[config.mk]
export PLATFORM = sky130hd
export DESIGN_NAME = eph_basic_control
export DESIGN_NICKNAME = d
export VERILOG_FILES = /design/src/eph_pkg.sv /design/src/eph_res_if.sv /design/src/eph_basic_control.sv /design/src/eph_resolve.sv
export SDC_FILE = /design/constraint.sdc
export NUM_CORES = 1
export LEC_CHECK = 0
export ABC_CLOCK_PERIOD_IN_PS = 2660
export BUFFER_PORTS_ARGS = -buffer_cell sky130_fd_sc_hd__buf_2
export CAP_MARGIN = 10
export CORE_MARGIN = 4
export CORE_UTILIZATION = 44
export DETAILED_ROUTE_END_ITERATION = 10
export PLACE_DENSITY = 0.86
export SYNTH_ARGS = -nofsm -noshare
export SYNTH_HDL_FRONTEND = slang
export SYNTH_SLANG_ARGS = --single-unit
[constraint.sdc]
create_clock -name CLK -period 2.66 [get_ports CLK]
set_clock_uncertainty 0.2 [all_clocks]
set_input_delay 0.266 -clock CLK [delete_from_list [all_inputs] [get_ports CLK]]
set_output_delay 0.266 -clock CLK [all_outputs]
set_load 0.02 [all_outputs]
[src/eph_pkg.sv]
// Constants shared by the emulated PHY basic control block.
// Assumes a 12-bit byte address on the memory-mapped register port.
package eph_pkg;
    localparam int ADDR_W = 12;
    localparam logic [11:0] CTRL_OFFSET = 12'h1c0;
    localparam logic [4:0] CTRL_INDEX = 5'h00;
    localparam int SOFT_RESET_BIT = 15;
    localparam int LOOPBACK_BIT = 14;
    localparam int SPEED_BIT = 13;
    localparam int AUTONEG_BIT = 12;
    localparam int POWER_DOWN_BIT = 11;
    localparam int ISOLATE_BIT = 10;
    localparam int RESTART_BIT = 9;
    localparam int DUPLEX_BIT = 8;
    localparam int COL_TEST_BIT = 7;
    localparam int UPPER_SPEED_BIT = 6;
    localparam logic [15:0] CTRL_RESET = 16'h1000;
    localparam logic [15:0] CTRL_STORE_MASK = 16'h7d80;
    localparam logic [15:0] CTRL_SC_MASK = 16'h8200;
    localparam logic [15:0] PAD_ZERO = 16'h0000;
    typedef enum logic [1:0] {
        EPH_RES_IDLE = 2'b00,
        EPH_RES_RUN = 2'b01,
        EPH_RES_DONE = 2'b10
    } eph_res_state_t;
endpackage

[src/eph_res_if.sv]
// Signals between the control register and the link-mode resolver.
// Assumes both ends run on the same clock.
`timescale 1ns/1ns
`default_nettype none
interface eph_res_if;
    logic an_enable;
    logic forced_speed;
    logic forced_duplex;
    logic refresh;
    logic speed_100;
    logic full_duplex;
    logic an_done;
    modport ctl (output an_enable, output forced_speed, output forced_duplex, output refresh,
        input speed_100, input full_duplex, input an_done);
    modport res (input an_enable, input forced_speed, input forced_duplex, input refresh,
        output speed_100, output full_duplex, output an_done);
endinterface
`default_nettype wire

[src/eph_basic_control.sv]
// Basic control register of the emulated PHY and the host-side effects it steers.
// Assumes the host MAC, fabric, loader and management ports are on CLK; the strap is a pin.
`timescale 1ns/1ns
`default_nettype none
module eph_basic_control #(
    parameter int DATA_W = 4
) (
    input wire logic CLK,
    input wire logic RESET,
    input wire logic CE,
    input wire logic [11:0] REG_ADDR,
    input wire logic REG_WR,
    input wire logic REG_RD,
    input wire logic [31:0] REG_WDATA,
    output logic [31:0] REG_RDATA,
    input wire logic LOADER_WR,
    input wire logic [15:0] LOADER_WDATA,
    input wire logic [4:0] PHY_ADDR_STRAP,
    input wire logic [4:0] MII_PHY_ADDR,
    input wire logic [4:0] MII_REG_INDEX,
    input wire logic MII_WR,
    input wire logic MII_RD,
    input wire logic [15:0] MII_WDATA,
    output logic [15:0] MII_RDATA,
    output logic MII_ACK,
    input wire logic HOST_TX_EN,
    input wire logic [DATA_W-1:0] HOST_TXD,
    output logic HOST_RX_DV,
    output logic [DATA_W-1:0] HOST_RXD,
    output logic HOST_COL,
    input wire logic FABRIC_RX_DV,
    input wire logic [DATA_W-1:0] FABRIC_RXD,
    output logic FABRIC_TX_EN,
    output logic [DATA_W-1:0] FABRIC_TXD,
    output logic LINK_SPEED_100,
    output logic LINK_FULL_DUPLEX
);
    logic [15:0] ctrl;
    logic [15:0] next_ctrl;
    logic [4:0] strap_meta;
    logic [4:0] strap_sync;
    logic [4:0] phy_addr;
    logic [4:0] next_phy_addr;
    logic strap_taken;
    logic [1:0] strap_fill;
    logic refresh;
    logic next_refresh;
    logic host_hit;
    logic mii_hit;
    logic [31:0] next_reg_rdata;
    logic [15:0] next_mii_rdata;
    logic next_mii_ack;
    logic next_host_rx_dv;
    logic [DATA_W-1:0] next_host_rxd;
    logic next_host_col;
    logic next_fabric_tx_en;
    logic [DATA_W-1:0] next_fabric_txd;
    eph_res_if res_bus ();

    assign host_hit = (REG_ADDR == eph_pkg::CTRL_OFFSET);
    assign mii_hit = strap_taken && (MII_PHY_ADDR == phy_addr) && (MII_REG_INDEX == eph_pkg::CTRL_INDEX);

    always_comb
    begin
        // Self-clearing bits stay high until the next cycle with CE set, then drop.
        next_ctrl = ctrl & eph_pkg::CTRL_STORE_MASK;
        next_refresh = ctrl[eph_pkg::RESTART_BIT] || ctrl[eph_pkg::SOFT_RESET_BIT];
        if (ctrl[eph_pkg::SOFT_RESET_BIT])
            next_ctrl = eph_pkg::CTRL_RESET;
        if (REG_WR && host_hit)
            next_ctrl = REG_WDATA[15:0] & (eph_pkg::CTRL_STORE_MASK | eph_pkg::CTRL_SC_MASK);
        else if (MII_WR && mii_hit)
            next_ctrl = MII_WDATA & (eph_pkg::CTRL_STORE_MASK | eph_pkg::CTRL_SC_MASK);
        // The loader has the last word over any write in the same cycle.
        if (LOADER_WR)
            next_ctrl = LOADER_WDATA & (eph_pkg::CTRL_STORE_MASK | eph_pkg::CTRL_SC_MASK);
        next_phy_addr = strap_taken ? phy_addr : strap_sync;
    end

    always_ff @(posedge CLK)
    begin
        if (RESET)
        begin
            ctrl <= eph_pkg::CTRL_RESET;
            refresh <= 1'b0;
            strap_meta <= 5'h00;
            strap_sync <= 5'h00;
            phy_addr <= 5'h00;
            strap_taken <= 1'b0;
            strap_fill <= 2'b00;
        end
        else if (CE)
        begin
            ctrl <= next_ctrl;
            refresh <= next_refresh;
            strap_meta <= PHY_ADDR_STRAP;
            strap_sync <= strap_meta;
            phy_addr <= next_phy_addr;
            // The address is frozen only once both synchroniser stages hold the pin value.
            strap_fill <= {strap_fill[0], 1'b1};
            strap_taken <= strap_fill[1];
        end
    end

    always_comb
    begin
        next_reg_rdata = 32'h00000000;
        if (REG_RD && host_hit)
            next_reg_rdata = {eph_pkg::PAD_ZERO, ctrl};
        next_mii_ack = (MII_RD || MII_WR) && mii_hit;
        next_mii_rdata = (MII_RD && mii_hit) ? ctrl : 16'h0000;
    end

    always_ff @(posedge CLK)
    begin
        if (RESET)
        begin
            REG_RDATA <= 32'h00000000;
            MII_RDATA <= 16'h0000;
            MII_ACK <= 1'b0;
        end
        else if (CE)
        begin
            REG_RDATA <= next_reg_rdata;
            MII_RDATA <= next_mii_rdata;
            MII_ACK <= next_mii_ack;
        end
    end

    always_comb
    begin
        // Collision test is honoured outside loopback as well.
        next_host_col = ctrl[eph_pkg::COL_TEST_BIT] && HOST_TX_EN;
        if (ctrl[eph_pkg::LOOPBACK_BIT])
        begin
            next_host_rx_dv = HOST_TX_EN;
            next_host_rxd = HOST_TXD;
            next_fabric_tx_en = 1'b0;
        end
        else
        begin
            next_host_rx_dv = FABRIC_RX_DV;
            next_host_rxd = FABRIC_RXD;
            next_fabric_tx_en = HOST_TX_EN;
        end
        next_fabric_txd = next_fabric_tx_en ? HOST_TXD : '0;
    end

    always_ff @(posedge CLK)
    begin
        if (RESET)
        begin
            HOST_RX_DV <= 1'b0;
            HOST_RXD <= '0;
            HOST_COL <= 1'b0;
            FABRIC_TX_EN <= 1'b0;
            FABRIC_TXD <= '0;
        end
        else if (CE)
        begin
            HOST_RX_DV <= next_host_rx_dv;
            HOST_RXD <= next_host_rxd;
            HOST_COL <= next_host_col;
            FABRIC_TX_EN <= next_fabric_tx_en;
            FABRIC_TXD <= next_fabric_txd;
        end
    end

    assign res_bus.an_enable = ctrl[eph_pkg::AUTONEG_BIT];
    assign res_bus.forced_speed = ctrl[eph_pkg::SPEED_BIT];
    assign res_bus.forced_duplex = ctrl[eph_pkg::DUPLEX_BIT];
    assign res_bus.refresh = refresh;
    assign LINK_SPEED_100 = res_bus.speed_100;
    assign LINK_FULL_DUPLEX = res_bus.full_duplex;

    eph_resolve u_resolve (
        .clk(CLK),
        .reset(RESET),
        .ce(CE),
        .bus(res_bus.res)
    );
endmodule
`default_nettype wire

[src/eph_resolve.sv]
// Emulated link-mode resolver: forced or negotiated speed and duplex.
// Assumes refresh is a one-cycle pulse from the control register.
`timescale 1ns/1ns
`default_nettype none
module eph_resolve #(
    parameter logic NEG_SPEED_100 = 1'b1,
    parameter logic NEG_FULL_DUPLEX = 1'b1
) (
    input wire logic clk,
    input wire logic reset,
    input wire logic ce,
    eph_res_if.res bus
);
    eph_pkg::eph_res_state_t state;
    eph_pkg::eph_res_state_t next_state;
    logic neg_speed;
    logic neg_duplex;
    logic next_neg_speed;
    logic next_neg_duplex;
    logic next_speed_100;
    logic next_full_duplex;

    always_comb
    begin
        next_state = state;
        next_neg_speed = neg_speed;
        next_neg_duplex = neg_duplex;
        case (state)
            eph_pkg::EPH_RES_IDLE: next_state = eph_pkg::EPH_RES_RUN;
            eph_pkg::EPH_RES_RUN:
            begin
                // Negotiation result against the emulated partner is fixed.
                next_neg_speed = NEG_SPEED_100;
                next_neg_duplex = NEG_FULL_DUPLEX;
                next_state = eph_pkg::EPH_RES_DONE;
            end
            eph_pkg::EPH_RES_DONE: if (bus.refresh) next_state = eph_pkg::EPH_RES_RUN;
            default: next_state = eph_pkg::EPH_RES_IDLE;
        endcase
        if (bus.refresh)
            next_state = eph_pkg::EPH_RES_RUN;
        // Forced bits only count with negotiation off.
        next_speed_100 = bus.an_enable ? next_neg_speed : bus.forced_speed;
        next_full_duplex = bus.an_enable ? next_neg_duplex : bus.forced_duplex;
    end

    always_ff @(posedge clk)
    begin
        if (reset)
        begin
            state <= eph_pkg::EPH_RES_IDLE;
            neg_speed <= 1'b0;
            neg_duplex <= 1'b0;
            bus.speed_100 <= 1'b0;
            bus.full_duplex <= 1'b0;
            bus.an_done <= 1'b0;
        end
        else if (ce)
        begin
            state <= next_state;
            neg_speed <= next_neg_speed;
            neg_duplex <= next_neg_duplex;
            bus.speed_100 <= next_speed_100;
            bus.full_duplex <= next_full_duplex;
            bus.an_done <= (next_state == eph_pkg::EPH_RES_DONE);
        end
    end
endmodule
`default_nettype wire
==> results of run 1 <==
-- cell families (layout without fill, tap and decap cells) --
logic type | Yosys count | after routing
AND/OR/NAND/NOR | 133 | 133
AO/OA/AOI/OAI | 67 | 67
flip-flops | 64 | 64
buffers and inverters | 58 | 137
multiplexers | 25 | 25
XOR/XNOR | 5 | 5
other | 1 | 30
-- path summary, 6_finish.rpt --
path	from	end	slack, ns	depth (start not counted)
worst max register to register	strap_taken	ctrl[14]	0.44	5
worst max-delay path	strap_taken	ctrl[14]	0.44	5
worst min-delay path	HOST_TXD[0]	FABRIC_TXD[0]	0.02	3
worst min register to register	MII_RDATA[14]	MII_RDATA[14]	0.27	2
-- area by class of cell --
type | instances | area, µm² | share of cell area, %
Inverter | 6 | 22.5 | 0.598
Timing Repair Buffer | 115 | 621 | 16.5
Sequential cell | 64 | 1280 | 34.0
Clock buffer | 13 | 159 | 4.22
Clock inverter | 3 | 40.0 | 1.06
Tap cell | 80 | 100 | 2.66
Multi-Input combinational cell | 260 | 1540 | 41.0
-- worst max-delay path: cells and delay by family, from the launching register on --
kind	cells	cell delay, ns
and+or+nand+nor	3	0.98
AOI/OAI and AO/OA	2	0.61
DFF	1	0.37
-- report_power, final --
part | internal, W | total (W) | switching, W
Combinational | 0.000118 | 0.000283 | 0.000165
Clock | 0.000482 | 0.000829 | 0.000347
Sequential | 0.000995 | 0.00102 | 0.0000288
-- synth_stat cells, drive strengths merged (3+ instances only) --
cell    number  area, µm²
mux2i       25        250
nand2b      38        238
a21oi       39        199
nor2b        5       31.3
nor4         4       46.3
a211oi       8       60.1
or4b         3       33.8
xnor2        5       43.8
dfxtp       64       1280
o21ai        7       35.0
nand3       26        130
nand2        5       18.8
buf         34        249
clkbuf      18       67.6
a32o         6       60.1
nor2        44        165
inv          6       22.5
-- layer usage --
metal  share of wire, %  GRT usage, %
met2                 50          29.9
met5                  0             0
met3                6.6          6.38
met4                1.2          5.65
met1                 42          20.0
-- flip-flops by register name, summed over array words and instances, names as in the netlist, 2 cells and up --
name and cells:
FABRIC_TXD 4, HOST_RXD 4, MII_RDATA 9, REG_RDATA 9, ctrl 9, phy_addr 5, strap_fill 2, strap_meta 5
strap_sync 5, u_resolve.state 2
-- metrics by stage --
step	hold slack (ns)	cell area, µm²	cells	power (W)	setup slack, ns
finish	0.0220	3770	541	0.00214	0.438
floorplan	0.213	3160	382	0.00126	0.505
CTS	0.00214	3770	541	0.00216	0.454
detailed placement	0.255	3510	519	0.00132	0.191
global route	0.00405	3770	541	0.00223	0.289
global placement	0.248	3510	519	0.00131	0.234
==> results.cfg, run 1 <==
[cells_and_area]
drive_above_1_share_pct = 28.0
diodes = 0
postLayoutCoreUtil_pct = 55.7
fillers = 611
areaGrowthSynthToFinish_pct = 23.3
final_common_cell = buf_2
layout.nets = 565
final_cell_mix = buf_2 (103), dfxtp_1 (64), nor2_1 (44)

[global_routing]
grt_max_degree = 55
antenna_found_initial = 0
grt_pass1_wl_um = 11700
grt_usage_pct = 17.4
grt_overflow = 0
grt_pass1_vias = 2598

[timing]
worstMarginPinSlew_ns = 0.578
report.final.setup_viol = 0
max_freq_mhz = 450
slew_viol_final = 0
fin_crit_sh_pct = 83.5
relSlewSlack_pct = 61.4
hold_viol = 0
fin_crit_ns = 2.22
fin_setup_tns_ns = 0
rsz0062_at_grt = no

[logic_synthesis]
yosys.area_share.adder_pct = 0
synth_compound_area_share_pct = 13.5
synthXorXnorAreaFrac_pct = 1.43
yosys.area_share.simple_pct = 23.7
synthArstFlopShare_pct = 0
synth_flop_cell = dfxtp_1
yosysWarnings = 0
synth_cell_types = 37
synth_edf_count = 0
syn_area_um2 = 3050
yosys-mux-area-fraction_pct = 8.19
avgSynthCellArea_um2 = 8.65
synth_top_family_by_area = simple AND/OR/NAND/NOR gates
ys_seq_elements = 64
synthCells = 353
ys_seq_area_share_pct = 42.0

[worst_setup_path]
critPathLaunchType = register
crit_fanout = 10
worstPathArrival_ns = 2.29
cp_slowest_cell = or3_1
critPathKind = register to register
cp_cell_sequence = nor4b_2 -> nand3_1 -> or3_1 -> a21oi_2 -> a32o_1
required_ns = 2.73
critPathCaptureType = register
max_stage_delay_ns = 0.53

[cts]
htree_num_levels = 3
cts_resized = 0
clock_sinks = 64
postCtsHoldBufs = 6
cts_made_buffers = 9
cts_tree = yes
clk_pin_slew_ns = 0.06
clockBufferDepth = 2
clock_latency_ns = 0.33
cts_setup_buffers = 0
root_buffer = clkbuf_8

[routing]
vias = 2728
first_iter_violations = 154
antenna_left = 0
drt_pass1_iterations = 5
wl_per_cell_um = 13.5
vias_per_cell = 5.04
drc = 0
routed_wl_um = 7300

[pwr]
p_per_area_nw_per_um2 = 567
peakVddDrop_v = 0.000494
p_leak_nw = 1.69

[place]
dp_hpwl_um = 5520
gp_congestion = 0.862
io_buffers = 103

[worst_hold_path]
holdCritPathClass = primary input to register

[floorplan]
die_area_um2 = 8340
initial_core_util_pct = 45.2
rows = 30
die_h_um = 91.3
core_um2 = 6760
num_io_pins = 171
die_w_um = 91.3

[job]
cap_violations = 0

[outcome]
status = finished, final reports clean
(Power assumes the default switching activity.)
==> run 2, diff against run 1 <==
--- a/config.mk
+++ b/config.mk
@@ -5,7 +5,7 @@
 export SDC_FILE = /design/constraint.sdc
 export NUM_CORES = 1
 export LEC_CHECK = 0
-export ABC_CLOCK_PERIOD_IN_PS = 2660
+export ABC_CLOCK_PERIOD_IN_PS = 2300
 export BUFFER_PORTS_ARGS = -buffer_cell sky130_fd_sc_hd__buf_2
 export CAP_MARGIN = 10
 export CORE_MARGIN = 4
==> constraint.sdc (replaced) <==
create_clock -name CLK -period 2.3 [get_ports CLK]
set_clock_uncertainty 0.2 [all_clocks]
set_input_delay 0.23 -clock CLK [delete_from_list [all_inputs] [get_ports CLK]]
set_output_delay 0.23 -clock CLK [all_outputs]
set_load 0.02 [all_outputs]
==> run 2 against run 1 <==
Net effect: power rose by 20%; global-route usage increased by 0.79 points; fmax is 3.4% higher.
==> results.cfg, run 2 (synthesis results as in run 1) <==
[outcome]
status = finished, final reports clean

[cts]
clockBufferDepth = 2
cts_made_buffers = 9
clock_sinks = 64
clock_latency_ns = 0.33
root_buffer = clkbuf_8
htree_num_levels = 3
cts_tree = yes
clk_pin_slew_ns = 0.07
cts_setup_buffers = 0

[pwr]
p_seq_share_pct = 46.4
intPower_w = 0.00192
p_leak_nw = 1.73
power.share.clock_pct = 40.2
peakVddDrop_v = 0.000406
p_comb_share_pct = 13.4
p_per_area_nw_per_um2 = 660
p_sw_w = 0.000634
switching_share_pct = 24.8

[worst_hold_path]
holdCritPathClass = primary input to register

[routing]
first_iter_violations = 139
drc = 0
vias = 2771
antenna_left = 0
drt_pass1_iterations = 4
wl_per_cell_um = 14.1
top_layer = met4
wl_met3_um = 623
wl_met2_um = 3950
wl_met1_um = 3020
routed_wl_um = 7690
vias_per_cell = 5.08

[worst_setup_path]
critPathCaptureType = register
critPathLaunchType = register
cp_top_family = simple AND/OR/NAND/NOR gates
crit_buf_inv = 0
cp_cell_sequence = nor4b_4 -> nand3_1 -> or3_4 -> o31a_1 -> o32ai_1
cp_slowest_cell = or3_4
required_ns = 2.32
max_stage_delay_ns = 0.46
critPathKind = register to register
crit_fanout = 10
worstPathArrival_ns = 2.17

[timing]
hold_viol = 0
worstMarginPinSlew_ns = 0.581
report.final.setup_viol = 0
worst_slack_ns = 0.150
hold_ws_ns = 0.0366
max_freq_mhz = 465
slew_viol_final = 0
fin_crit_ns = 2.15
rsz0062_at_grt = no
relSlewSlack_pct = 61.2
fin_crit_sh_pct = 93.5

[cells_and_area]
layout.nets = 571
drive_above_1_share_pct = 28.0
postLayoutCoreUtil_pct = 57.3
fin_area_um2 = 3870
reg_top3 = MII_RDATA: 9 flops, REG_RDATA: 9 flops, ctrl: 9 flops
areaGrowthSynthToFinish_pct = 26.7
final_cell_mix = buf_2 (103), dfxtp_1 (64), nor2_1 (44)
diodes = 0
final_common_cell = buf_2

[global_routing]
grt_overflow = 0
antenna_found_initial = 0
grt_usage_pct = 18.2
grt_pass1_vias = 2729
grt_pass1_wl_um = 12200
grt_max_degree = 79

[place]
io_buffers = 103
gp_congestion = 0.767
detailedPlace.worstSlack_ns = -0.107
dp_hpwl_um = 5610
postPlaceCellArea_um2 = 3520

[floorplan]
initial_core_util_pct = 45.2
num_io_pins = 171
core_um2 = 6760
die_h_um = 91.3
rows = 30
die_w_um = 91.3
die_area_um2 = 8340

[job]
cap_violations = 0
-- run 2: through the flow --
stage	total power, W	TNS (ns)	cells
2_1_floorplan	0.00145	0	382
3_3_place_gp	0.00152	-0.184	519
3_5_place_dp	0.00153	-0.677	519
4_1_cts	0.00257	0	545
5_1_grt	0.00268	0	545
6_report	0.00255	0	545
-- run 2: area by class of cell --
class	count	area (µm²)
clock buffer	10	138
clock inverter	4	70.1
fill	607	2890
inverter	6	22.5
multi-input combinational	260	1560
sequential	64	1280
tap	80	100
timing repair buffer	121	693
-- run 2: worst reg2reg max path, cell delays in order (launching register included) --
cell     delay (ns)
dfxtp_1        0.40
nor4b_4        0.28
nand3_1        0.15
or3_4          0.46
o31a_1         0.27
o32ai_1        0.29
-- run 2: routing by layer --
metal	track usage, %	vias up
met2	32.5	116
met3	7.21	8
li1	-	1371
met4	4.52	0
met1	20.1	1276
met5	0	-
-- run 2: path summary, 6_finish.rpt --
path	startpoint	to	slack [ns]	depth (start not counted)
worst max-delay path	strap_taken	ctrl[15]	0.15	5
worst min-delay path	FABRIC_RXD[0]	HOST_RXD[0]	0.04	3
worst max register to register	strap_taken	ctrl[15]	0.15	5
worst min register to register	REG_RDATA[9]	REG_RDATA[9]	0.27	2
-- run 2: what timing repair did --
item,CTS,global route
endpoints found under the hold margin,13,0
resized for setup,0,4
hold buffers,12,0
endpoints found under the setup margin,0,9
-- run 2: power groups by stage --
stage	logic, W	clock network, W	registers, W
floorplan	0.000237	0	0.00121
global placement	0.000311	0	0.00121
detailed placement	0.000321	0	0.00121
CTS	0.000338	0.00105	0.00118
global route	0.000376	0.00111	0.00119
finish	0.000342	0.00103	0.00118
